### config.mk
export PLATFORM = sky130hd
export DESIGN_NAME = led_cfg_regs
export DESIGN_NICKNAME = d
export VERILOG_FILES = /design/src/design/led_cfg_pkg.sv /design/src/design/pwm_link_if.sv /design/src/design/dim_period_gen.sv /design/src/design/led_cfg_regs.sv /design/src/design/startup_check.sv
export SDC_FILE = /design/constraint.sdc
export NUM_CORES = 1
export LEC_CHECK = 0
export BUFFER_PORTS_ARGS = -buffer_cell sky130_fd_sc_hd__buf_2
export CORE_AREA = 5 5 116 118
export CTS_BUF_LIST = sky130_fd_sc_hd__clkbuf_2
export DETAILED_ROUTE_END_ITERATION = 10
export DIE_AREA = 0 0 121 123
export GPL_TIMING_DRIVEN = 1
export SLEW_MARGIN = 30
export SYNTH_ARGS = -nofsm -noshare
export SYNTH_HDL_FRONTEND = slang
export SYNTH_HIERARCHICAL = 1
export SYNTH_SLANG_ARGS = --single-unit
### constraint.sdc
create_clock -name clk -period 2.8 [get_ports clk]
set_clock_uncertainty 0.1 [all_clocks]
set_input_delay 0.28 -clock clk [delete_from_list [all_inputs] [get_ports clk]]
set_output_delay 0.28 -clock clk [all_outputs]
set_load 0.05 [all_outputs]
### src/design/led_cfg_pkg.sv
// constants, register map and types for the led driver configuration bank
// assumes a single 40 MHz clock shared by every user of the package
package led_cfg_pkg;

    // register port geometry
    localparam int ADDR_W = 8;
    localparam int DATA_W = 8;
    localparam int NUM_CH = 10;

    // register offsets
    localparam logic [ADDR_W-1:0] ADDR_CHAN_ON_UPPER = 8'h00;
    localparam logic [ADDR_W-1:0] ADDR_CHAN_ON_LOWER = 8'h01;
    localparam logic [ADDR_W-1:0] ADDR_PERIOD_UPPER  = 8'h02;
    localparam logic [ADDR_W-1:0] ADDR_PERIOD_LOWER  = 8'h03;
    localparam logic [ADDR_W-1:0] ADDR_OV_TRIP       = 8'h04;
    localparam logic [ADDR_W-1:0] ADDR_DITHER_DERATE = 8'h05;

    // writable field masks, everything else reads zero
    localparam logic [DATA_W-1:0] MASK_CHAN_ON_UPPER = 8'h03;
    localparam logic [DATA_W-1:0] MASK_CHAN_ON_LOWER = 8'hff;
    localparam logic [DATA_W-1:0] MASK_PERIOD_UPPER  = 8'h1f;
    localparam logic [DATA_W-1:0] MASK_PERIOD_LOWER  = 8'hff;
    localparam logic [DATA_W-1:0] MASK_OV_TRIP       = 8'h1f;
    localparam logic [DATA_W-1:0] MASK_DITHER_DERATE = 8'h07;

    // reset values
    localparam logic [DATA_W-1:0] RST_CHAN_ON_UPPER = 8'h03;
    localparam logic [DATA_W-1:0] RST_CHAN_ON_LOWER = 8'hff;
    localparam logic [DATA_W-1:0] RST_PERIOD_UPPER  = 8'h0f;
    localparam logic [DATA_W-1:0] RST_PERIOD_LOWER  = 8'hff;
    localparam logic [DATA_W-1:0] RST_OV_TRIP       = 8'h1c;
    localparam logic [DATA_W-1:0] RST_DITHER_DERATE = 8'h00;

    // field positions
    localparam int BIT_DERATE    = 2;
    localparam int DITHER_HI_BIT = 1;
    localparam int DITHER_LO_BIT = 0;
    localparam int CH_UPPER_LSB  = 8;
    localparam int PERIOD_W      = 13;
    localparam int OV_CODE_W     = 5;

    // trip level: base volts plus one volt per code step
    localparam logic [5:0] OV_BASE_VOLTS = 6'h08;

    // dimming step timing
    localparam int CLK_PERIOD_NS = 25;
    localparam int STEP_TIME_NS  = 1500;
    localparam int STEP_CYCLES   = (STEP_TIME_NS + CLK_PERIOD_NS - 1) / CLK_PERIOD_NS;
    localparam logic [PERIOD_W-1:0] ON_TIME_LIMIT = 13'h1998;

    typedef enum logic [1:0] {
        DITHER_NONE,
        DITHER_5PCT,
        DITHER_10PCT,
        DITHER_15PCT
    } dither_t;

endpackage

### src/design/pwm_link_if.sv
// carrier between the register bank and the dimming period generator
// assumes both ends share clk
`timescale 1ns/1ps
`default_nettype none
interface pwm_link_if;
    import led_cfg_pkg::*;
    logic [PERIOD_W-1:0] period_code;
    logic [PERIOD_W-1:0] on_steps;
    logic                run;
    logic                period_start;
    logic                pwm_on;
    logic                full_duty_lost;

    modport bank (output period_code, output on_steps, output run,
                  input period_start, input pwm_on, input full_duty_lost);
    modport gen  (input period_code, input on_steps, input run,
                  output period_start, output pwm_on, output full_duty_lost);
endinterface
`default_nettype wire

### src/design/dim_period_gen.sv
// dimming period generator: (code+1) steps of 1.5 us, capped on-time
// assumes 40 MHz clk; step rate is a one-cycle enable from a divider
`timescale 1ns/1ps
`default_nettype none
module dim_period_gen
    import led_cfg_pkg::*;
(
    // clock and reset
    input  wire logic clk,
    input  wire logic reset_n,
    // link to bank
    pwm_link_if.gen   link
);

    localparam logic [6:0] STEP_LAST = 7'(STEP_CYCLES - 1);

    logic [6:0]          div_q;
    logic                step_tick;
    logic [PERIOD_W-1:0] step_q;
    logic [PERIOD_W-1:0] on_eff;

    assign step_tick = (div_q == STEP_LAST);

    always_ff @(posedge clk or negedge reset_n) begin
        if (!reset_n) begin
            div_q <= '0;
        end else if (!link.run || step_tick) begin
            div_q <= '0;
        end else begin
            div_q <= div_q + 7'h01;
        end
    end

    // period counter wraps after code+1 steps
    always_ff @(posedge clk or negedge reset_n) begin
        if (!reset_n) begin
            step_q <= '0;
        end else if (!link.run) begin
            step_q <= '0;
        end else if (step_tick) begin
            step_q <= (step_q >= link.period_code) ? '0 : step_q + 13'h0001;
        end
    end

    // on-time request cannot exceed its own limit
    assign on_eff = (link.on_steps > ON_TIME_LIMIT) ? ON_TIME_LIMIT : link.on_steps;

    always_ff @(posedge clk or negedge reset_n) begin
        if (!reset_n) begin
            link.pwm_on         <= 1'b0;
            link.period_start   <= 1'b0;
            link.full_duty_lost <= 1'b0;
        end else begin
            link.pwm_on         <= link.run && (step_q <= on_eff) && (link.on_steps != '0);
            link.period_start   <= link.run && step_tick && (step_q >= link.period_code);
            link.full_duty_lost <= (link.period_code > ON_TIME_LIMIT);
        end
    end

endmodule
`default_nettype wire

### src/design/led_cfg_regs.sv
// configuration register bank of a ten-channel led driver
// assumes a register port from the serial front end on the same clock;
// population straps and the external sync detect come from pins
`timescale 1ns/1ps
`default_nettype none
module led_cfg_regs
    import led_cfg_pkg::*;
(
    // clock and reset
    input  wire logic                 clk,
    input  wire logic                 reset_n,
    // register port
    input  wire logic                 reg_wr,
    input  wire logic                 reg_rd,
    input  wire logic [ADDR_W-1:0]    reg_addr,
    input  wire logic [DATA_W-1:0]    reg_wdata,
    output logic      [DATA_W-1:0]    reg_rdata,
    output logic                      reg_rvalid,
    // pins
    input  wire logic [NUM_CH-1:0]    unpopulated_pin,
    input  wire logic                 freq_set_or_ext_sync_pin,
    // startup sequencer
    input  wire logic                 start_req,
    output logic                      startup_running,
    output logic                      startup_halted,
    output logic                      fault_flag_n,
    // channel drive
    input  wire logic [PERIOD_W-1:0]  on_steps,
    output logic      [NUM_CH-1:0]    chan_drive,
    output logic                      period_start,
    output logic                      full_duty_lost,
    // boost and protection
    output logic      [OV_CODE_W-1:0] overvoltage_trip_code,
    output logic      [5:0]           ov_trip_volts,
    output logic                      thermal_derate_on,
    output dither_t                   dither_sel
);

    ////////////////////////////////////////////////////////////////////
    // storage

    logic [DATA_W-1:0] chan_on_upper_bits_q;
    logic [DATA_W-1:0] chan_on_lower_bits_q;
    logic [DATA_W-1:0] period_upper_q;
    logic [DATA_W-1:0] period_lower_q;
    logic [DATA_W-1:0] ov_trip_q;
    logic [DATA_W-1:0] dither_derate_q;

    logic [NUM_CH-1:0] chan_on;
    logic [NUM_CH-1:0] unpop_meta_q;
    logic [NUM_CH-1:0] unpop_q;
    logic              sync_meta_q;
    logic              ext_sync_q;
    logic              dither_level_hi;
    logic              dither_level_lo;

    function automatic logic hit(input logic [ADDR_W-1:0] a);
        return reg_wr && (reg_addr == a);
    endfunction

    // masked write keeps unused bits at zero
    function automatic logic [DATA_W-1:0] wr_field(input logic [DATA_W-1:0] m);
        return reg_wdata & m;
    endfunction

    ////////////////////////////////////////////////////////////////////
    // writes

    always_ff @(posedge clk or negedge reset_n) begin
        if (!reset_n) begin
            chan_on_upper_bits_q <= RST_CHAN_ON_UPPER;
            chan_on_lower_bits_q <= RST_CHAN_ON_LOWER;
        end else begin
            if (hit(ADDR_CHAN_ON_UPPER)) begin
                chan_on_upper_bits_q <= wr_field(MASK_CHAN_ON_UPPER);
            end
            if (hit(ADDR_CHAN_ON_LOWER)) begin
                chan_on_lower_bits_q <= wr_field(MASK_CHAN_ON_LOWER);
            end
        end
    end

    always_ff @(posedge clk or negedge reset_n) begin
        if (!reset_n) begin
            period_upper_q <= RST_PERIOD_UPPER;
            period_lower_q <= RST_PERIOD_LOWER;
        end else begin
            if (hit(ADDR_PERIOD_UPPER)) begin
                period_upper_q <= wr_field(MASK_PERIOD_UPPER);
            end
            if (hit(ADDR_PERIOD_LOWER)) begin
                period_lower_q <= wr_field(MASK_PERIOD_LOWER);
            end
        end
    end

    always_ff @(posedge clk or negedge reset_n) begin
        if (!reset_n) begin
            ov_trip_q       <= RST_OV_TRIP;
            dither_derate_q <= RST_DITHER_DERATE;
        end else begin
            if (hit(ADDR_OV_TRIP)) begin
                ov_trip_q <= wr_field(MASK_OV_TRIP);
            end
            if (hit(ADDR_DITHER_DERATE)) begin
                dither_derate_q <= wr_field(MASK_DITHER_DERATE);
            end
        end
    end

    ////////////////////////////////////////////////////////////////////
    // reads, unmapped offsets return zero

    always_ff @(posedge clk or negedge reset_n) begin
        if (!reset_n) begin
            reg_rdata  <= '0;
            reg_rvalid <= 1'b0;
        end else begin
            reg_rvalid <= reg_rd;
            if (!reg_rd) begin
                reg_rdata <= reg_rdata;
            end else if (reg_addr == ADDR_CHAN_ON_UPPER) begin
                reg_rdata <= chan_on_upper_bits_q;
            end else if (reg_addr == ADDR_CHAN_ON_LOWER) begin
                reg_rdata <= chan_on_lower_bits_q;
            end else if (reg_addr == ADDR_PERIOD_UPPER) begin
                reg_rdata <= period_upper_q;
            end else if (reg_addr == ADDR_PERIOD_LOWER) begin
                reg_rdata <= period_lower_q;
            end else if (reg_addr == ADDR_OV_TRIP) begin
                reg_rdata <= ov_trip_q;
            end else if (reg_addr == ADDR_DITHER_DERATE) begin
                reg_rdata <= dither_derate_q;
            end else begin
                reg_rdata <= '0;
            end
        end
    end

    ////////////////////////////////////////////////////////////////////
    // pin synchronisers

    always_ff @(posedge clk or negedge reset_n) begin
        if (!reset_n) begin
            unpop_meta_q <= '0;
            unpop_q      <= '0;
            sync_meta_q  <= 1'b0;
            ext_sync_q   <= 1'b0;
        end else begin
            unpop_meta_q <= unpopulated_pin;
            unpop_q      <= unpop_meta_q;
            sync_meta_q  <= freq_set_or_ext_sync_pin;
            ext_sync_q   <= sync_meta_q;
        end
    end

    ////////////////////////////////////////////////////////////////////
    // startup check and channel drive

    assign chan_on = {chan_on_upper_bits_q[NUM_CH-CH_UPPER_LSB-1:0],
                      chan_on_lower_bits_q};

    startup_check u_startup (
        .clk          (clk),
        .reset_n      (reset_n),
        .start_req    (start_req),
        .running      (startup_running),
        .halted       (startup_halted),
        .chan_on      (chan_on),
        .unpopulated  (unpop_q),
        .fault_flag_n (fault_flag_n)
    );

    pwm_link_if link ();

    assign link.period_code = {period_upper_q[PERIOD_W-DATA_W-1:0], period_lower_q};
    assign link.on_steps    = on_steps;
    assign link.run         = startup_running;

    dim_period_gen u_pwm (
        .clk     (clk),
        .reset_n (reset_n),
        .link    (link)
    );

    // unpopulated channel never lit
    always_ff @(posedge clk or negedge reset_n) begin
        if (!reset_n) begin
            chan_drive <= '0;
        end else begin
            chan_drive <= link.pwm_on ? (chan_on & ~unpop_q) : '0;
        end
    end

    assign period_start   = link.period_start;
    assign full_duty_lost = link.full_duty_lost;

    ////////////////////////////////////////////////////////////////////
    // boost and protection settings

    assign overvoltage_trip_code = ov_trip_q[OV_CODE_W-1:0];
    assign dither_level_hi       = dither_derate_q[DITHER_HI_BIT];
    assign dither_level_lo       = dither_derate_q[DITHER_LO_BIT];

    always_ff @(posedge clk or negedge reset_n) begin
        if (!reset_n) begin
            ov_trip_volts     <= '0;
            thermal_derate_on <= 1'b0;
            dither_sel        <= DITHER_NONE;
        end else begin
            ov_trip_volts     <= OV_BASE_VOLTS + {1'b0, ov_trip_q[OV_CODE_W-1:0]};
            thermal_derate_on <= dither_derate_q[BIT_DERATE];
            dither_sel        <= ext_sync_q ? DITHER_NONE
                               : dither_t'({dither_level_hi, dither_level_lo});
        end
    end

endmodule
`default_nettype wire

### src/design/startup_check.sv
// startup check: enabled channel that is unpopulated blocks startup
// assumes population straps already synchronised to clk
`timescale 1ns/1ps
`default_nettype none
module startup_check
    import led_cfg_pkg::*;
(
    // clock and reset
    input  wire logic              clk,
    input  wire logic              reset_n,
    // sequencer
    input  wire logic              start_req,
    output logic                   running,
    output logic                   halted,
    // channel state
    input  wire logic [NUM_CH-1:0] chan_on,
    input  wire logic [NUM_CH-1:0] unpopulated,
    output logic                   fault_flag_n
);

    typedef enum logic [1:0] {ST_IDLE, ST_RUN, ST_HALT} start_state_t;

    start_state_t state_q;
    logic         bad;

    assign bad = |(chan_on & unpopulated);

    // a bad combination refuses startup, new request retries
    always_ff @(posedge clk or negedge reset_n) begin
        if (!reset_n) begin
            state_q <= ST_IDLE;
        end else begin
            case (state_q)
                ST_IDLE, ST_HALT: begin
                    if (start_req) begin
                        state_q <= bad ? ST_HALT : ST_RUN;
                    end
                end
                ST_RUN: begin
                    if (bad) begin
                        state_q <= ST_HALT;
                    end
                end
                default: state_q <= ST_IDLE;
            endcase
        end
    end

    // low only for enabled and unpopulated
    always_ff @(posedge clk or negedge reset_n) begin
        if (!reset_n) begin
            fault_flag_n <= 1'b1;
        end else begin
            fault_flag_n <= !bad;
        end
    end

    assign running = (state_q == ST_RUN);
    assign halted  = (state_q == ST_HALT);

endmodule
`default_nettype wire

# Yosys cells after proc, flatten, opt, wreduce, memory -nomap -nowiden
# Index checks and enable logic that the tools add are counted.
[word_totals]
wordCells = 80
out_inout_bits = 38
input_bits = 45
ff_bits = 107
[classes]
n_eq_ne = 11
n_reduce_logical = 19
n_mux = 17
n_addsub = 3
bitwise_logic = 3
order_cmp = 4
[op_table]
columns = ["cell", "n"]
rows = [
  ["2-to-1 mux 13 bit", 4],
  ["2-to-1 mux 8 bit", 4],
  ["> comparator 13 bit (second input constant)", 2],
  ["AND 10 bit", 2],
  ["== test 8 x 2 -> 1 bit (second input constant)", 2],
  ["== test 8 x 3 -> 1 bit (second input constant)", 2],
  ["adder 13 x 1 -> 13 bit (second input constant)", 1],
  [">= comparator 13 bit", 1],
  ["less-or-equal comparator 13 bit", 1],
  ["nonzero test 13 bit", 1],
  ["logical AND 1 bit", 10],
  ["2-to-1 mux 10 bit", 1],
  ["NOT 10 bit", 1],
  ["OR reduction 10 bit", 1],
  ["== test 8 x 1 -> 1 bit (second input constant)", 1],
  ["zero test 8 bit", 1],
  ["2-to-1 mux 2 bit", 4],
  ["adder 7 x 1 -> 7 bit (second input constant)", 1],
  ["== test 7 x 6 -> 1 bit (second input constant)", 1],
  ["2-to-1 mux 7 bit", 1],
  ["adder 4 x 5 -> 6 bit (first input constant)", 1],
  ["!= test 2 bit (second input constant)", 3],
  ["2-to-1 mux 5 bit", 1],
  ["one-hot mux 2 bit (2 select lines)", 1],
  ["8 further kinds", 9],
]

# Longest topological paths before layout
# Gate-level depths: netlist of the first run.
[depth]
ltp_word = 7
depth_mapped = 11
mapped_depth_nobuf = 11

# Hierarchy
# Netlist of the first run, hierarchy kept.
[by_module_without_submodules]
columns = ["module", "area_per_inst_um2", "n_inst", "cells_per_inst", "seq_area_each_um2"]
rows = [
  ["led_cfg_regs", 2987.9, 1, 193, 2058.2],
  ["dim_period_gen", 2179.6, 1, 257, 575.6],
  ["startup_check", 203.9, 1, 19, 76.3],
]

# Worst setup path after synthesis of the first run
# Ideal clock, no wire load.
[synth_path]
path_type = "register to register"
start = "register u_startup.state_q[1]"
end = "register u_pwm.step_q[7]"
path_buffers = 2
setup_time_ns = 0.080
setup_slack_ns = 0.198
stages_incl_launch_ff = 9
t_arrival_ns = 2.422
period_less_slack_ns = 2.602
required_ns = 2.620
cell_sequence = "dfrtp_1 > nor2b_1 > and4b_1 > buf_6 > nand2_2 > buf_6 > o31ai_1 > a31oi_1 > o22ai_2"
[synth_between]
elab_chain_len = 2
word_cells_on_any_way = 3
cone_classes = "2 x eq/ne; 1 x mux"
[synth_lines]
columns = ["element", "line", "source"]
rows = [
  ["start, declared", "startup_check.sv:23", "start_state_t state_q;"],
  ["start signal, assigned", "startup_check.sv:36", "state_q <= bad ? ST_HALT : ST_RUN;"],
  ["== test 2 x 1 -> 1 bit *", "startup_check.sv:58", "assign running = (state_q == ST_RUN);"],
  ["net startup_running", "led_cfg_regs.sv:24", "output logic startup_running,"],
  ["!= test 2 bit (no source line) or 2-to-1 mux 13 bit (tied branches)", "--", ""],
  ["end signal, assigned", "dim_period_gen.sv:41", "step_q <= (step_q >= link.period_code) ? '0 : step_q + 13'h0001;"],
  ["end, declared", "dim_period_gen.sv:19", "logic [PERIOD_W-1:0] step_q;"],
]
# The timed path passes the listed nets; every way through them passes the cells marked *.
# A chain may end at the register's enable or synchronous reset.

# Worst setup path after layout of the first run
[layout_path]
start = "input on_steps[4]"
end = "register u_pwm.link.pwm_on"
[layout_between]
elab_chain_len = 5
word_cells_on_any_way = 6
cone_classes = "2 x order compare; 1 x mux; 3 x reduce/logical"
[layout_lines]
columns = ["element", "line", "source"]
rows = [
  ["start, declared", "led_cfg_regs.sv:28", "input wire logic [PERIOD_W-1:0] on_steps,"],
  ["> comparator 13 bit", "dim_period_gen.sv:46", "assign on_eff = (link.on_steps > ON_TIME_LIMIT) ? ON_TIME_LIMIT : link.on_steps;"],
  ["2-to-1 mux 13 bit", "dim_period_gen.sv:46", ""],
  ["less-or-equal comparator 13 bit", "dim_period_gen.sv:54", "link.pwm_on <= link.run && (step_q <= on_eff) && (link.on_steps != '0);"],
  ["logical AND 1 bit", "dim_period_gen.sv:54", ""],
  ["logical AND 1 bit *", "dim_period_gen.sv:54", ""],
  ["end signal, assigned", "dim_period_gen.sv:54", ""],
  ["end, declared", "pwm_link_if.sv:17", "output period_start, output pwm_on, output full_duty_lost);"],
]
# Every way passes the cells marked *; elsewhere a longest branch is shown, timed or not.

==> results.sh, run 1 <==
export IMPL_worst_r2r_path_depth=7
export IMPL_combPwrFrac_pct=21.9
export IMPL_relSlewSlack_pct=61.9
export IMPL_clock_fmax_mhz=372
export IMPL_ys_warn_count=6
export IMPL_synth_simple_area_share_pct=15.3
export IMPL_internal_power_uw=2120
export IMPL_gr_total_overflow=0
export IMPL_areaGrowthSynthToFinish_pct=17.6
export IMPL_netlist_cell_type_count=67
export IMPL_yosysSeqAreaShare_pct=50.5
export IMPL_p_seq_share_pct=56.3
export IMPL_cts_buffers=9
export IMPL_cts_sinks=107
export IMPL_cts_tree="built"
export IMPL_critPathBufInv=2
export IMPL_powerDensity_mw_per_mm2=489
export IMPL_syn_area_per_cell_sq_um=11.5
export IMPL_hp_class="in -> async"
export IMPL_critical_path_top_delay_family="compound AO/OA/AOI/OAI gates"
export IMPL_globalRouteTotalUtil_pct=17.1
export IMPL_grt_pass1_wl_um=19800
export IMPL_synth_top_area_cell="dfrtp_1"
export IMPL_ir_drop_uv=402
export IMPL_max_stage_delay_ps=530
export IMPL_routed_via_density=5.22
export IMPL_synth_top_cell_area_share_pct=37.7
export IMPL_start_kind="input pin"
export IMPL_post_cts_buffers=0
export IMPL_synth_area_sq_mm=0.00537
export IMPL_grt_setup_unrepaired="no"
export IMPL_detail_route_wirelength_um=12100
export IMPL_synth_fa_ha_area_share_pct=6.76
export IMPL_reg2reg_from="period_lower_q[6]"
export IMPL_syn_nets=543
export IMPL_maxCapViolCount=0
export IMPL_period_needed_ps=2690
export IMPL_multi_input_area_sq_mm=0.00241
export IMPL_vias=3969
export IMPL_hold_viol=0
export IMPL_critPathCaptureType="register"
export IMPL_arrival_ps=3130
export IMPL_synth_compound_area_share_pct=13.5
export IMPL_synth_most_common_cell="dfrtp_1"
export IMPL_seqCellArea_sq_mm=0.00271
export IMPL_synth_xor_area_share_pct=0.978
export IMPL_worst_pin_slew_ps=572
export IMPL_dieArea_sq_mm=0.0149
export IMPL_fin_area_sq_mm=0.00632
export IMPL_die_x_um=121
export IMPL_worstSetupStartpoint="on_steps[4]"
export IMPL_async_reset_ff_share_pct=100
export IMPL_netlist_instances=469
export IMPL_hpwlAfterDp_um=8950
export IMPL_slew_viol_final=0
export IMPL_rows=41
export IMPL_final_util_pct=51.1
export IMPL_synth_top_family_by_area="simple AND/OR/NAND/NOR gates"
export IMPL_fillers=1123
export IMPL_clock_tree_buffer_depth=2
export IMPL_hold_slack_ps=87.0
export IMPL_antenna_found_initial=1
export IMPL_fin_crit_sh_pct=96.0
export IMPL_drc=0
export IMPL_core_area_sq_mm=0.0124
export IMPL_synth_commonest_cells="dfrtp_1, mux2_2, nor2_1"
export IMPL_clockRootBuffer="clkbuf_2"
export IMPL_pwr_share_clk_pct=21.8
export IMPL_drt_iter0_drc=236
export IMPL_port_buffers=82
export IMPL_grt_max_degree=45
export IMPL_crit_cells=13
export IMPL_die_h_um=123
export IMPL_synth_flop_cell="dfrtp_1"
export IMPL_switchingPower_uw=972
export IMPL_clock_latency_ps=580
export IMPL_ys_seq_elements=107
export IMPL_swShare_pct=31.5
export IMPL_drive_gt1_share_pct=32.7
export IMPL_crit_type="in -> reg"
export IMPL_nets=656
export IMPL_cp_max_fo=5
export IMPL_routedWlPerCell_um=15.9
export IMPL_synth_mux_area_share_pct=8.46
export IMPL_total_power_uw=3090
export IMPL_postRouteAntennaNets=0
export IMPL_power_leakage_uw=0.00297
export IMPL_critPathMostFrequentCell="nor2b_1"
export IMPL_finalSetupViolCount=0
export IMPL_initial_core_util_pct=43.4
export IMPL_place_area_sq_mm=0.00593
export IMPL_finalSetupTns_ps=0
export IMPL_path_clk_slew_ps=250
export IMPL_grt_pass1_vias=3976
export IMPL_synthTopCellsByArea="dfrtp_1, dfstp_2, mux2_2"
export IMPL_critPathSlowestCell="dlygate4sd3_1"
export IMPL_required_ps=3240
export IMPL_cts_max_level=3
export IMPL_outcome="complete, no violations"
export IMPL_synth_edff_count=0
export IMPL_globalplace_congestion=0.855
export IMPL_io_pins=83
export IMPL_drt_pass1_iter_count=4
export IMPL_worstPathCellList="dlygate4sd3_1 > buf_2 > and4_1 > and2_1 > nor2b_1 > o21bai_1 > nand2_1 > ha_1 > a21o_1 > a21oi_1 > nor2b_1 > a2111oi_0 > o211a_1"
-- sequential cells by signal, summed over array words and instances, names as in the netlist, 2 cells and up --
name,cells
chan_on_lower_bits_q,8
reg_rdata,8
u_pwm/div_q,7
ov_trip_q,5
period_lower_q,8
chan_drive,10
dither_sel,2
period_upper_q,5
ov_trip_volts,6
unpop_meta_q,10
u_startup/state_q,2
unpop_q,10
u_pwm/step_q,13
dither_derate_q,3
chan_on_upper_bits_q,2
-- cells by family after synthesis --
kind of cell / count (synthesis)
and+or+nand+nor: 146
DFF: 107
AOI/OAI and AO/OA: 91
buffers and inverters: 49
muxes: 41
adders and majority gates: 29
xor gates and xnor gates: 6
-- worst register-to-register path, stage by stage (launching register included) --
cell and delay [ps]:
dfstp_2 610, inv_1 70, ha_1 310, a21oi_1 120, o21ai_0 140, nor3_4 440
a31oi_4 300, o31ai_1 300
-- power groups by stage --
stage / clock, uW / combinational [uW] / sequential (uW)
after floorplan: 0 / 421 / 1780
after global placement: 0 / 641 / 1760
after detailed placement: 0 / 652 / 1760
after CTS: 716 / 681 / 1740
after global routing: 779 / 740 / 1750
final: 675 / 676 / 1740
-- stage by stage --
| step | std cells | setup WS, ps |
|---|---|---|
| floorplan | 469 | 198 |
| global placement | 715 | 33.3 |
| detailed placement | 715 | -87.1 |
| CTS | 758 | 181 |
| global route | 760 | 28.0 |
| finish | 760 | 112 |
-- path summary, 6_finish.rpt --
kind,slack (ps),to
max,110,u_pwm/link.pwm_on
min,90,thermal_derate_on
max reg2reg,360,u_pwm/step_q[11]
min reg2reg,280,unpop_q[8]
max in group asynchronous,1640,chan_on_upper_bits_q[0]
min in group clk,90,dither_derate_q[2]
-- cell usage in the layout (no fill, tap or decap), types with 4 or more instances in the layout --
cell type,n
a211oi_1,4
a21oi_1,11
a22o_1,4
a22oi_1,4
a31oi_1,8
and3b_1,8
buf_2,81
buf_4,8
clkbuf_2,12
dfrtp_1,81
dfstp_2,26
dlygate4sd3_1,28
ha_1,29
inv_1,33
mux2_2,35
mux2i_1,6
nand2_1,24
nand3_1,20
nand4_1,7
nor2_1,35
nor2b_1,12
nor3_1,9
nor4_1,4
o21ai_0,8
o22ai_1,7
o22ai_2,5
o31ai_1,6
-- per-layer routing --
layer	share of wire (%)	track usage [%]	vias to the layer above
li1	-	-	1935
met1	48	22.4	1949
met2	47	28.0	76
met3	4.0	4.99	9
met4	1.1	4.11	0
met5	0	0	-
-- layout make-up --
cell class,count,area share [%]
Timing Repair Buffer,117,11.8
Tap cell,172,3.41
Multi-Input combinational cell,313,38.2
Antenna cell,1,0.0396
Inverter,34,2.02
Sequential cell,107,42.9
Clock inverter,4,0.673
Clock buffer,12,0.951
-- timing repair --
action | in CTS | in global routing
resized for setup | 0 | 0
endpoints found under the hold margin | 100 | 1
hold buffers | 27 | 1
Note: power is estimated with default switching activity, not from simulation.
==> inputs of run 2 (changes only) <==
--- a/config.mk
+++ b/config.mk
@@ -11,6 +11,7 @@
 export DETAILED_ROUTE_END_ITERATION = 10
 export DIE_AREA = 0 0 121 123
 export GPL_TIMING_DRIVEN = 1
+export REMOVE_ABC_BUFFERS = 1
 export SLEW_MARGIN = 30
 export SYNTH_ARGS = -nofsm -noshare
 export SYNTH_HDL_FRONTEND = slang
==> results.sh, run 2 (same netlist as run 1, synthesis figures left out) <==
export IMPL_grtUsageMet1_pct=24.0
export IMPL_detail_route_wirelength_um=12400
export IMPL_critPathCaptureType="register"
export IMPL_drt_iter0_drc=257
export IMPL_rows=41
export IMPL_powerDensity_mw_per_mm2=506
export IMPL_io_pins=83
export IMPL_met2_usage_pct=28.4
export IMPL_crit_type="in -> reg"
export IMPL_hold_viol=0
export IMPL_nets=659
export IMPL_grt_busiest_layer="met2"
export IMPL_largest_reg_flops=13
export IMPL_core_area_sq_mm=0.0124
export IMPL_final_cell_mix="dfrtp_1, buf_2, nor2_1, mux2_2"
export IMPL_globalRouteTotalUtil_pct=17.7
export IMPL_outcome="complete, no violations"
export IMPL_dieArea_sq_mm=0.0149
export IMPL_cts_sinks=107
export IMPL_slew_viol_final=0
export IMPL_drc=0
export IMPL_drt_pass1_iter_count=5
export IMPL_power_leakage_uw=0.00300
export IMPL_antenna_found_initial=1
export IMPL_finalSetupTns_ps=0
export IMPL_clockRootBuffer="clkbuf_2"
export IMPL_multi_input_area_sq_mm=0.00241
export IMPL_areaGrowthSynthToFinish_pct=19.5
export IMPL_worst_pin_slew_ps=540
export IMPL_start_kind="input pin"
export IMPL_arrival_ps=2970
export IMPL_drive_gt1_share_pct=32.4
export IMPL_die_h_um=123
export IMPL_routed_via_density=5.31
export IMPL_grt_max_degree=81
export IMPL_ir_drop_uv=351
export IMPL_grt_setup_unrepaired="no"
export IMPL_clock_fmax_mhz=400
export IMPL_seqCellArea_sq_mm=0.00271
export IMPL_port_buffers=82
export IMPL_grt_pass1_vias=4141
export IMPL_routedWlPerCell_um=16.2
export IMPL_initial_core_util_pct=43.4
export IMPL_die_x_um=121
export IMPL_path_clk_slew_ps=270
export IMPL_gr_total_overflow=0
export IMPL_maxCapViolCount=0
export IMPL_dp_cells=712
export IMPL_postRouteAntennaNets=0
export IMPL_layout_cells_non_filler=763
export IMPL_clock_tree_buffer_depth=2
export IMPL_vias=4052
export IMPL_cp_max_fo=8
export IMPL_finalSetupViolCount=0
export IMPL_globalplace_congestion=0.881
export IMPL_ctsHoldBuffers=30
export IMPL_period_needed_ps=2500
export IMPL_cts_tree="built"
export IMPL_relSlewSlack_pct=64.0
export IMPL_cts_max_level=3
export IMPL_ctsResizeCount=0
export IMPL_use_met3_pct=5.03
export IMPL_hp_class="in -> reg"
export IMPL_hpwlAfterDp_um=8890
export IMPL_clock_latency_ps=610
export IMPL_cts_buffers=9
export IMPL_fillers=1130
export IMPL_top_register="u_pwm/step_q"
export IMPL_fin_crit_sh_pct=89.3
export IMPL_required_ps=3270
export IMPL_grt_pass1_wl_um=20600
export IMPL_post_cts_buffers=0
[run 2: changes by cell type in the layout (fill, tap and decap cells not counted), moves of 2 or more]
cell           before  now
buf_12              0    2
buf_4               8    4
clkbuf_2           12    9
clkinv_4            0    2
dlygate4sd3_1      28   33
inv_6               0    2
[run 2: metrics by stage]
| step | utilization [%] | cell area (sq um) | hold WS (ps) | setup WS (ps) | total power (uW) |
|---|---|---|---|---|---|
| CTS | 51.6 | 6380 | 2.66 | 410 | 3290 |
| finish | 51.9 | 6420 | 71.3 | 299 | 3250 |
| floorplan | - | 5250 | -116 | 102 | 2160 |
| global placement | 47.9 | 5920 | 111 | 44.7 | 2400 |
| detailed placement | 47.9 | 5920 | 123 | -52.8 | 2420 |
| global route | 51.9 | 6420 | 15.3 | 225 | 3440 |
[run 2: power breakdown]
| group | internal [uW] | switching (uW) | total (uW) |
|---|---|---|---|
| registers | 1650 | 88.5 | 1740 |
| logic | 262 | 424 | 685 |
| clock network | 303 | 521 | 824 |
| total | 2220 | 1030 | 3250 |
[run 2: cell type report]
class,count,share of cell area [%]
Clock inverter,7,1.54
Inverter,34,1.99
Clock buffer,9,0.702
Sequential cell,107,42.2
Tap cell,172,3.35
Timing Repair Buffer,120,12.6
Antenna cell,1,0.0390
Multi-Input combinational cell,313,37.6
[run 2: routing by layer]
metal / wire length, um / up-vias
li1: - / 1945
met1: 5690 / 1996
met2: 5920 / 103
met3: 622 / 8
met4: 122 / 0
met5: 0 / -
[run 2: critical path, cell delays in order]
cell	delay (ps)
dlygate4sd3_1	530
buf_2	120
or4_4	440
dlygate4sd3_1	630
nor3_4	260
nand4_2	330
mux2_2	370
[run 2: final timing paths]
kind	slack [ps]	startpoint	to	depth (start not counted)
setup / recovery	300	reg_addr[6]	period_lower_q[2]	7
min in group asynchronous	550	reset_n	unpop_meta_q[0]	4
hold reg to reg	280	unpop_meta_q[9]	unpop_q[9]	0
setup reg to reg	350	period_lower_q[7]	u_pwm/step_q[9]	7
hold / removal	70	reg_addr[2]	reg_rdata[2]	3
max in group asynchronous	1570	reset_n	chan_on_lower_bits_q[7]	4
